===== src/bbh_pkg.sv =====
// Package with constants for the byte bus host port.
`default_nettype none
package bbh_pkg;
    localparam int DATA_W = 8;
    localparam int ADDR_W = 8;
    localparam logic [7:0] DATA_RST = 8'h00;
    // Cycles from taking a write to acknowledging it.
    localparam logic [1:0] WR_LAT = 2'h1;
    // Cycles from a read request to valid data on the bus.
    localparam logic [1:0] RD_LAT = 2'h1;
    // Pull-up drive after release: 10 ns figure, at least one cycle.
    localparam int PULLUP_NS = 10;
    localparam int CLK_NS = 100;
    localparam int PULLUP_CYC_I = (PULLUP_NS + CLK_NS - 1) / CLK_NS;
    localparam logic [1:0] PULLUP_CYC = (PULLUP_CYC_I < 1) ? 2'h1 : PULLUP_CYC_I[1:0];
    typedef enum logic [4:0] {
        BBH_IDLE = 5'h01,
        BBH_READ = 5'h02,
        BBH_WRITE = 5'h04,
        BBH_ACK = 5'h08,
        BBH_RELEASE = 5'h10
    } bbh_state_t;
endpackage
`default_nettype wire


===== src/bbh_lat_timer.sv =====
// Small down counter that pulses when a loaded count expires.
`default_nettype none
module bbh_lat_timer (
    input wire logic clock,
    input wire logic rst_n,
    input wire logic load,
    input wire logic [1:0] count,
    output logic done
);
    timeunit 1ns;
    timeprecision 1ns;
    logic [1:0] cnt_r;
    logic run_r;
    always_ff @(posedge clock or negedge rst_n) begin
        if (!rst_n) begin
            cnt_r <= 2'h0;
            run_r <= 1'b0;
        end else if (load) begin
            cnt_r <= count;
            run_r <= 1'b1;
        end else if (run_r) begin
            cnt_r <= cnt_r - 2'h1;
            run_r <= (cnt_r > 2'h1);
        end
    end
    assign done = run_r && (cnt_r == 2'h1);
endmodule
`default_nettype wire


===== src/bbh_port.sv =====
// Device end of the non-multiplexed byte bus with acknowledge handshake.
`default_nettype none
module bbh_port (
    input wire logic clock,
    input wire logic rst_n,
    input wire logic dev_select_n,
    input wire logic addr_strobe_in,
    input wire logic read_strobe,
    input wire logic write_strobe,
    input wire logic [7:0] addr_in,
    input wire logic [7:0] byte_bus_lines_in,
    output logic [7:0] byte_bus_lines_out,
    output logic byte_bus_lines_oe,
    output logic transfer_ack_n,
    output logic transfer_ack_oe,
    input wire logic idle_clk_pol,
    input wire logic sampling_phase_sel,
    output logic serial_idle_level,
    output logic serial_sample_falling,
    output logic [7:0] core_addr,
    output logic core_wr,
    output logic core_rd,
    output logic [7:0] core_wdata,
    input wire logic [7:0] core_rdata
);
    timeunit 1ns;
    timeprecision 1ns;
    // ------------------------------------------------------------
    // Access decode
    // ------------------------------------------------------------
    // The address strobe is tied high in this bus mode, so it only gates selection.
    wire selected = !dev_select_n && addr_strobe_in;
    wire rd_req = selected && read_strobe;
    wire wr_req = selected && write_strobe;
    wire access_gone = !selected || (!read_strobe && !write_strobe);

    bbh_pkg::bbh_state_t state_r, state_nxt;
    logic [7:0] rdata_r;
    logic [7:0] wdata_r;
    logic [7:0] addr_r;
    logic ack_r, ack_oe_r, dout_oe_r, wr_r, rd_r;
    logic [1:0] pull_r;
    logic is_read_r;
    logic tmr_load, tmr_done;
    logic [1:0] tmr_count;

    bbh_lat_timer u_timer (
        .clock(clock),
        .rst_n(rst_n),
        .load(tmr_load),
        .count(tmr_count),
        .done(tmr_done)
    );

    // ------------------------------------------------------------
    // Handshake sequencing
    // ------------------------------------------------------------
    // A read wins when both strobes are high; the write is then simply not taken.
    wire start_rd = (state_r == bbh_pkg::BBH_IDLE) && rd_req;
    wire start_wr = (state_r == bbh_pkg::BBH_IDLE) && wr_req && !rd_req;
    assign tmr_load = start_rd || start_wr;
    assign tmr_count = start_rd ? bbh_pkg::RD_LAT : bbh_pkg::WR_LAT;

    // A host that gives up before the acknowledge gets none; the machine still
    // passes through release so the pin ends at a known level.
    always_comb begin
        state_nxt = state_r;
        case (state_r)
            bbh_pkg::BBH_IDLE: begin
                if (start_rd) begin
                    state_nxt = bbh_pkg::BBH_READ;
                end else if (start_wr) begin
                    state_nxt = bbh_pkg::BBH_WRITE;
                end
            end
            bbh_pkg::BBH_READ, bbh_pkg::BBH_WRITE: begin
                if (access_gone) begin
                    state_nxt = bbh_pkg::BBH_RELEASE;
                end else if (tmr_done) begin
                    state_nxt = bbh_pkg::BBH_ACK;
                end
            end
            bbh_pkg::BBH_ACK: begin
                if (access_gone) begin
                    state_nxt = bbh_pkg::BBH_RELEASE;
                end
            end
            bbh_pkg::BBH_RELEASE: begin
                if (pull_r == 2'h1) begin
                    state_nxt = bbh_pkg::BBH_IDLE;
                end
            end
            default: state_nxt = bbh_pkg::BBH_IDLE;
        endcase
    end

    // Read data is latched on the same edge that lowers the acknowledge, so the
    // byte is already on the bus when the host sees the handshake.
    wire rd_capture = (state_r == bbh_pkg::BBH_READ) && tmr_done;
    wire wr_capture = start_wr;
    wire ack_set = (state_nxt == bbh_pkg::BBH_ACK);
    wire in_release = (state_nxt == bbh_pkg::BBH_RELEASE);
    wire release_start = in_release && (state_r != bbh_pkg::BBH_RELEASE);

    always_ff @(posedge clock or negedge rst_n) begin
        if (!rst_n) begin
            state_r <= bbh_pkg::BBH_IDLE;
        end else begin
            state_r <= state_nxt;
        end
    end

    // ------------------------------------------------------------
    // Data path
    // ------------------------------------------------------------
    always_ff @(posedge clock or negedge rst_n) begin
        if (!rst_n) begin
            rdata_r <= bbh_pkg::DATA_RST;
            wdata_r <= bbh_pkg::DATA_RST;
            addr_r <= bbh_pkg::DATA_RST;
            wr_r <= 1'b0;
            rd_r <= 1'b0;
        end else begin
            rd_r <= start_rd;
            wr_r <= wr_capture;
            if (tmr_load) begin
                addr_r <= addr_in;
            end
            if (wr_capture) begin
                wdata_r <= byte_bus_lines_in;
            end
            if (rd_capture) begin
                rdata_r <= core_rdata;
            end
        end
    end

    // ------------------------------------------------------------
    // Access type
    // ------------------------------------------------------------
    // Remembers whether the current access is a read, so the bus is only driven then.
    always_ff @(posedge clock or negedge rst_n) begin
        if (!rst_n) begin
            is_read_r <= 1'b0;
        end else if (tmr_load) begin
            is_read_r <= start_rd;
        end
    end

    // ------------------------------------------------------------
    // Pin drivers
    // ------------------------------------------------------------
    // The acknowledge is open drain: driven low while acking, then driven high for
    // one cycle as the active pull-up, then left to the external resistor.
    // A whole cycle of pull-up is longer than the pin needs, but it keeps the
    // release timed by the one clock without any faster strobe.
    wire ack_n_nxt = !ack_set;
    wire ack_oe_nxt = ack_set || in_release;
    wire dout_oe_nxt = ack_set && is_read_r;
    wire [1:0] pull_nxt = release_start ? bbh_pkg::PULLUP_CYC
        : (pull_r != 2'h0) ? pull_r - 2'h1 : pull_r;

    always_ff @(posedge clock or negedge rst_n) begin
        if (!rst_n) begin
            ack_r <= 1'b1;
            ack_oe_r <= 1'b0;
            dout_oe_r <= 1'b0;
        end else begin
            ack_r <= ack_n_nxt;
            ack_oe_r <= ack_oe_nxt;
            dout_oe_r <= dout_oe_nxt;
        end
    end

    always_ff @(posedge clock or negedge rst_n) begin
        if (!rst_n) begin
            pull_r <= 2'h0;
        end else begin
            pull_r <= pull_nxt;
        end
    end

    // ------------------------------------------------------------
    // Serial mode straps
    // ------------------------------------------------------------
    // The straps only set levels here; they are registered so that these outputs
    // come from flip-flops like every other pin.
    logic idle_r, phase_r;
    always_ff @(posedge clock or negedge rst_n) begin
        if (!rst_n) begin
            idle_r <= 1'b0;
            phase_r <= 1'b0;
        end else begin
            idle_r <= idle_clk_pol;
            phase_r <= sampling_phase_sel;
        end
    end

    // ------------------------------------------------------------
    // Outputs
    // ------------------------------------------------------------
    assign byte_bus_lines_out = rdata_r;
    assign byte_bus_lines_oe = dout_oe_r;
    assign transfer_ack_n = ack_r;
    assign transfer_ack_oe = ack_oe_r;
    assign serial_idle_level = idle_r;
    assign serial_sample_falling = phase_r;
    assign core_addr = addr_r;
    assign core_wr = wr_r;
    assign core_rd = rd_r;
    assign core_wdata = wdata_r;
endmodule
`default_nettype wire


===== config.mk =====
export PLATFORM = sky130hd
export DESIGN_NAME = bbh_port
export DESIGN_NICKNAME = d
export VERILOG_FILES = /design/src/bbh_pkg.sv /design/src/bbh_lat_timer.sv /design/src/bbh_port.sv
export SDC_FILE = /design/constraint.sdc
export NUM_CORES = 1
export LEC_CHECK = 0
export BUFFER_PORTS_ARGS = -buffer_cell sky130_fd_sc_hd__buf_4
export CAP_MARGIN = 15
export CORE_MARGIN = 8
export CORE_UTILIZATION = 50
export CTS_CLUSTER_SIZE = 12
export DETAILED_ROUTE_END_ITERATION = 8
export HOLD_SLACK_MARGIN = 0.08
export PLACE_DENSITY = 0.88
export SLEW_MARGIN = 20
export SYNTH_ARGS = -nofsm -noshare
export SYNTH_HDL_FRONTEND = slang
export SYNTH_HIERARCHICAL = 1
export SYNTH_SLANG_ARGS = --single-unit

===== constraint.sdc =====
create_clock -name clock -period 2.29 [get_ports clock]
set_clock_uncertainty 0.2 [all_clocks]
set_input_delay 0.229 -clock clock [delete_from_list [all_inputs] [get_ports clock]]
set_output_delay 0.229 -clock clock [all_outputs]
set_load 0.03 [all_outputs]

**Word-level counts from Yosys, hierarchy flattened**

Index checks and enable logic that the tools add are counted.

- Register bits: 42
- Word-level logic and storage cells: 65

- Add/sub/neg operators: 2
- $lt $le $gt $ge: 1
- Equality and inequality tests: 10
- Muxes and demuxes: 13
- Reductions and logical operators: 24

Operator list:

| kind | number |
|---|---|
| two-way mux 5 bit | 6 |
| one-hot mux 5 bit (4 select lines) | 1 |
| logical AND 1 bit | 11 |
| == test 5 x 4 -> 1 bit, second input constant | 2 |
| == test 5 bit, second input constant | 2 |
| two-way mux 2 bit | 4 |
| zero test 1 bit | 6 |
| nonzero test 2 bit | 3 |
| == test 5 x 1 -> 1 bit, second input constant | 1 |
| == test 5 x 2 -> 1 bit, second input constant | 1 |
| == test 5 x 3 -> 1 bit, second input constant | 1 |
| inequality test 5 bit, second input constant | 1 |
| == test 2 x 1 -> 1 bit, second input constant | 2 |
| subtractor 2 x 1 -> 2 bit, second input constant | 2 |
| logical OR 1 bit | 3 |
| > comparator 2 x 1 -> 1 bit, second input constant | 1 |
| two-way mux 1 bit | 2 |
| OR reduction 2 bit | 1 |

**Depth between registers and ports, before layout**

- Depth after elaboration: 11
- Mapped depth: 7
- Mapped depth without buffers: 7

**Hierarchy**

Netlist, hierarchy kept.

Modules (own cells, without submodules):

| module | instances | cells each | area each (um2) |
|---|---|---|---|
| bbh_port | 1 | 127 | 1755.4 |
| bbh_lat_timer | 1 | 14 | 146.4 |

**Worst setup path after synthesis**

Ideal clock, no wire load.

- Path type: reg2reg
- Start: reg state_r[3]
- End: reg addr_r[0] (netlist: core_addr[0])
- Arrival time: 1463 ps
- Required time: 1965 ps
- Slack: 502 ps
- Stages on the path, launching flop included: 6
- Cells stage by stage: dfrtp_1 > buf_6 > nor4_4 > nand2_2 > nor2_8 > mux2_4

- Cells in the longest elaborated chain, start to end: 4
- Elaborated cells between the ends (all ways): 5
- Those cells by class: 1 x eq/ne; 4 x reduce/logical

Ends and longest elaborated chain:

| what | RTL line | RTL |
|---|---|---|
| start: declaration | bbh_port.sv:37 | `bbh_pkg::bbh_state_t state_r, state_nxt;` |
| start signal: assignment | bbh_port.sv:107 | `state_r <= bbh_pkg::BBH_IDLE;` |
| start signal: assignment | bbh_port.sv:109 | `state_r <= state_nxt;` |
| == test 5 x 1 -> 1 bit * | bbh_port.sv:59, bbh_port.sv:60 |  |
| logical AND 1 bit (2 in series) | bbh_port.sv:60 | `wire start_wr = (state_r == bbh_pkg::BBH_IDLE) && wr_req && !rd_req;` |
| logical OR 1 bit * | bbh_port.sv:61 | `assign tmr_load = start_rd \|\| start_wr;` |
| net tmr_load | bbh_port.sv:44 | `logic tmr_load, tmr_done;` |
| end signal: assignment | bbh_port.sv:120 | `addr_r <= bbh_pkg::DATA_RST;` |
| end signal: assignment | bbh_port.sv:127 | `addr_r <= addr_in;` |
| end: declaration | bbh_port.sv:40 | `logic [7:0] addr_r;` |

The timed path passes the listed nets; every way through them passes the cells marked *.
A chain may end at the register's enable or synchronous reset.

**Worst setup path after layout**

- Start: reg state_r[3]
- End: reg addr_r[7] (netlist: core_addr[7])

Same word-level chain as after synthesis.

==> metrics.md <==
| Metric | Value |
|---|---|
| Peak supply drop | `0.7881 mV` |
| Die footprint | `6033 um2` |
| Yosys warns | `6` |
| Ratio of cells with drive above 1 in the final layout | `44.21%` |
| Largest family of logic cells by synthesized area | `multiplexers` |
| Startpoint types | `flop` |
| Final hold slack | `between 0.1 and 0.15 ns` |
| Largest net degree at the start of global routing | `43` |
| Worst Path Arrival | `1.90 ns` |
| Post-route ant nets | `0` |
| Max cap viols | `0` |
| Vias | `1394` |
| Critical path endpoint category | `flop` |
| Mux share of post-synthesis cell area | `17.89%` |
| DRT iter0 DRCs | `56` |
| Min-delay worst type | `input port to flop` |
| CTS Buf Count | `5` |
| Core area | `3661 um2` |
| Register area share after synthesis | `55.39%` |
| Flop2flop setup slack | `0.36 ns` |
| Setup TNS | `0 ns` |
| Leak Pwr | `between 1 and 1.5 nW` |
| Combinational Power Share | `roughly 44%` |
| H-tree depth | `2` |
| Fillers | `between 200 and 250` |
| Clk_lat worst skew | `approximately 0.28 ns` |
| CTS tree | `yes` |
| Top cell type's share of synthesized area | `52.63%` |
| Root buffer cell | `clkbuf_8` |
| # port buffers | `62` |
| Final Hold Violating Endpoints | `0` |
| Number of detailed-route iterations in the first pass | `4` |
| Postcts setup bufs | `0` |
| Avg WL per Cell | `15.91 um` |
| Total GRT Usage | `15.85%` |
| WS Path Type | `flop to flop` |
| Max Freq | `0.5182 GHz` |
| PostCTS Resize Cnt | `0` |
| Number of global-route vias before repair | `between 1500 and 2000` |
| Clock Sinks | `42` |
| I/O Pins | `63` |
| Inserted Diodes | `0` |
| Syn Area/Cell | `13.49 um2` |
| Setup violations, final | `0` |
| Initial Util | `51.95%` |
| Post-synthesis xor/xnor area fraction | `2.303%` |
| Final Slew Violations | `0` |
| Drt total wl | `4.472 mm` |
| Rows | `22` |
| CP Max Fanout | `13` |
| Reg clk slew, reported paths | `approximately 0.080 ns` |
| Syn Nets | `176` |
| Vias/cell | `4.961` |
| NetSw | `approximately 1.2 mW` |
| GRT overflow | `0` |
| Area of the multi-input gates | `775.7 um2` |
| Register bit count reported by yosys | `42` |
| Global-route wire length before repair | `7.755 mm` |
| Async S/R FF share, synth | `100.0%` |
| Final Cycle Share | `84.26%` |
| Area growth syn-to-layout | `45.00%` |
| Sequential share of power | `between 30 and 40%` |
| Initial antenna violation count | `0` |
| Power share of the clock group | `17.9%` |
| Synth Area in Compound Gates | `6.118%` |
| Register Area | `1054 um2` |
| CTS Buffer Depth | `2` |
| Unique cell type count in the Yosys netlist | `42` |
| Slew HR | `roughly two thirds` |
| RePlAce Congestion | `about 0.84` |
| Largest cells by area after synthesis | `dfrtp_1 (53%), mux2_4 (13%), mux2_2 (4.7%)` |
| Syn Inst Count | `141` |
| Minimum clock period | `1.930 ns` |
| Hpwl dp | `2.939 mm` |
| Yosys top cell by area | `dfrtp_1` |
| Post-synth top cells | `dfrtp_1 (40), mux2_4 (16), mux2_2 (8)` |
| Switching Fraction | `36.76%` |
| RSZ-0062 raised after global routing | `false` |
| Power Internal | `1.980 mW` |
| Post-CTS Hold Fix Bufs | `27` |
| Outcome | `finished, final reports clean` |
| Post-Syn Area | `around 1900 um2` |
| WP data required | `~2.3 ns` |
| Chip width | `77.68 um` |
| Top-count cell post-synth | `dfrtp_1` |
| Pwr dens | `1135 nW/um2` |
| Die H | `~78 um` |
| Synth Area in Simple Gates | `12.11%` |
| Worst Tran Pin Value | `0.5106 ns` |
| Most used DFF post-synth | `dfrtp_1` |
| Post-Synth Adder-Cell Area | `between 1.5 and 2%` |
| Drt drc | `0` |
| Post-synth EDFFs | `0` |
| Final net count | `267` |
[per-layer routing]
layer,global-route usage [%],share of wire (%),vias to the layer above
met2,25.65,47,59
met4,4.528,1.2,0
li1,-,-,666
met3,5.991,9.1,6
met5,0,0,-
met1,19.18,43,663
[cell usage in the layout, fill, tap and decap left out, types with 2 or more instances in the layout]
| master | count |
|---|---|
| buf_4 | 62 |
| dfrtp_1 | 40 |
| dlygate4sd3_1 | 27 |
| mux2_4 | 16 |
| mux2_2 | 8 |
| inv_1 | 7 |
| nor2_1 | 7 |
| nand2_1 | 7 |
| clkbuf_8 | 5 |
| xor2_1 | 4 |
| o21ai_0 | 4 |
| nor2b_1 | 3 |
| and2_1 | 3 |
| ha_1 | 3 |
| nor3_1 | 2 |
| nor3b_1 | 2 |
| o21bai_1 | 2 |
| clkbuf_1 | 2 |
| dfstp_2 | 2 |
| conb_1 | 2 |
| o21ai_1 | 2 |
[cell type report]
type	count	share of cell area, %
flip-flops and latches	42	38.20
multi-input cells	87	28.13
repair buffers	89	26.68
clock buffers	7	2.768
well taps	48	2.178
clock inverters	1	1.089
inverters	7	0.9528
[registers in the layout, summed over array words and instances, names as in the netlist]
name                   flops
u_timer/run_r              1
core_wdata                 8
core_wr                    1
transfer_ack_oe            1
byte_bus_lines_out         8
byte_bus_lines_oe          1
core_addr                  8
is_read_r                  1
pull_r                     2
u_timer/cnt_r              2
serial_idle_level          1
transfer_ack_n             1
core_rd                    1
serial_sample_falling      1
state_r                    5
[worst paths after layout]
kind                                         end  cells after the start                   from
setup / recovery                    core_addr[7]                      4             state_r[3]
hold / removal                           core_rd                      2            read_strobe
setup reg to reg                    core_addr[7]                      4             state_r[3]
hold reg to reg            byte_bus_lines_out[4]                      1  byte_bus_lines_out[4]
max in group asynchronous         transfer_ack_n                      2                  rst_n
min in group asynchronous          core_wdata[4]                      2                  rst_n
[worst max-delay path: stages (launching register included)]
cell     delay [ns]
dfrtp_1        0.51
nor4_4         0.35
nand2_2        0.16
nor2_8         0.27
mux2_4         0.33
[power groups by stage]
stage	sequential (mW)	clock (mW)	combinational [mW]
6_report	1.19	0.562	1.38
5_1_grt	1.22	0.613	1.49
4_1_cts	1.18	0.570	1.39
3_5_place_dp	1.18	0	1.35
3_3_place_gp	1.18	0	1.32
2_1_floorplan	1.51	0	0.560
[cell families (layout without fill, tap and decap cells)]
logic type               after synthesis  in the layout
AO/OA/AOI/OAI                         17             17
XOR/XNOR                               5              5
AND/OR/NAND/NOR                       35             35
multiplexers                          25             25
flip-flops                            42             42
buffers and inverters                 12            104
adder cells (fa/ha/maj)                3              3
other                                  2              2
[per-stage QoR]
step	cell area, um2	utilization (%)	setup slack, ns	std cells	total power [mW]
floorplan	1902	-	0.5019	141	2.067
global placement	2381	65.04	0.4100	246	2.504
detailed placement	2381	65.04	0.3569	246	2.532
CTS	2758	75.32	0.3526	281	3.136
global route	2758	75.32	0.2334	281	3.324
finish	2758	75.32	0.3604	281	3.130
Power figures use the tool's default switching activity.
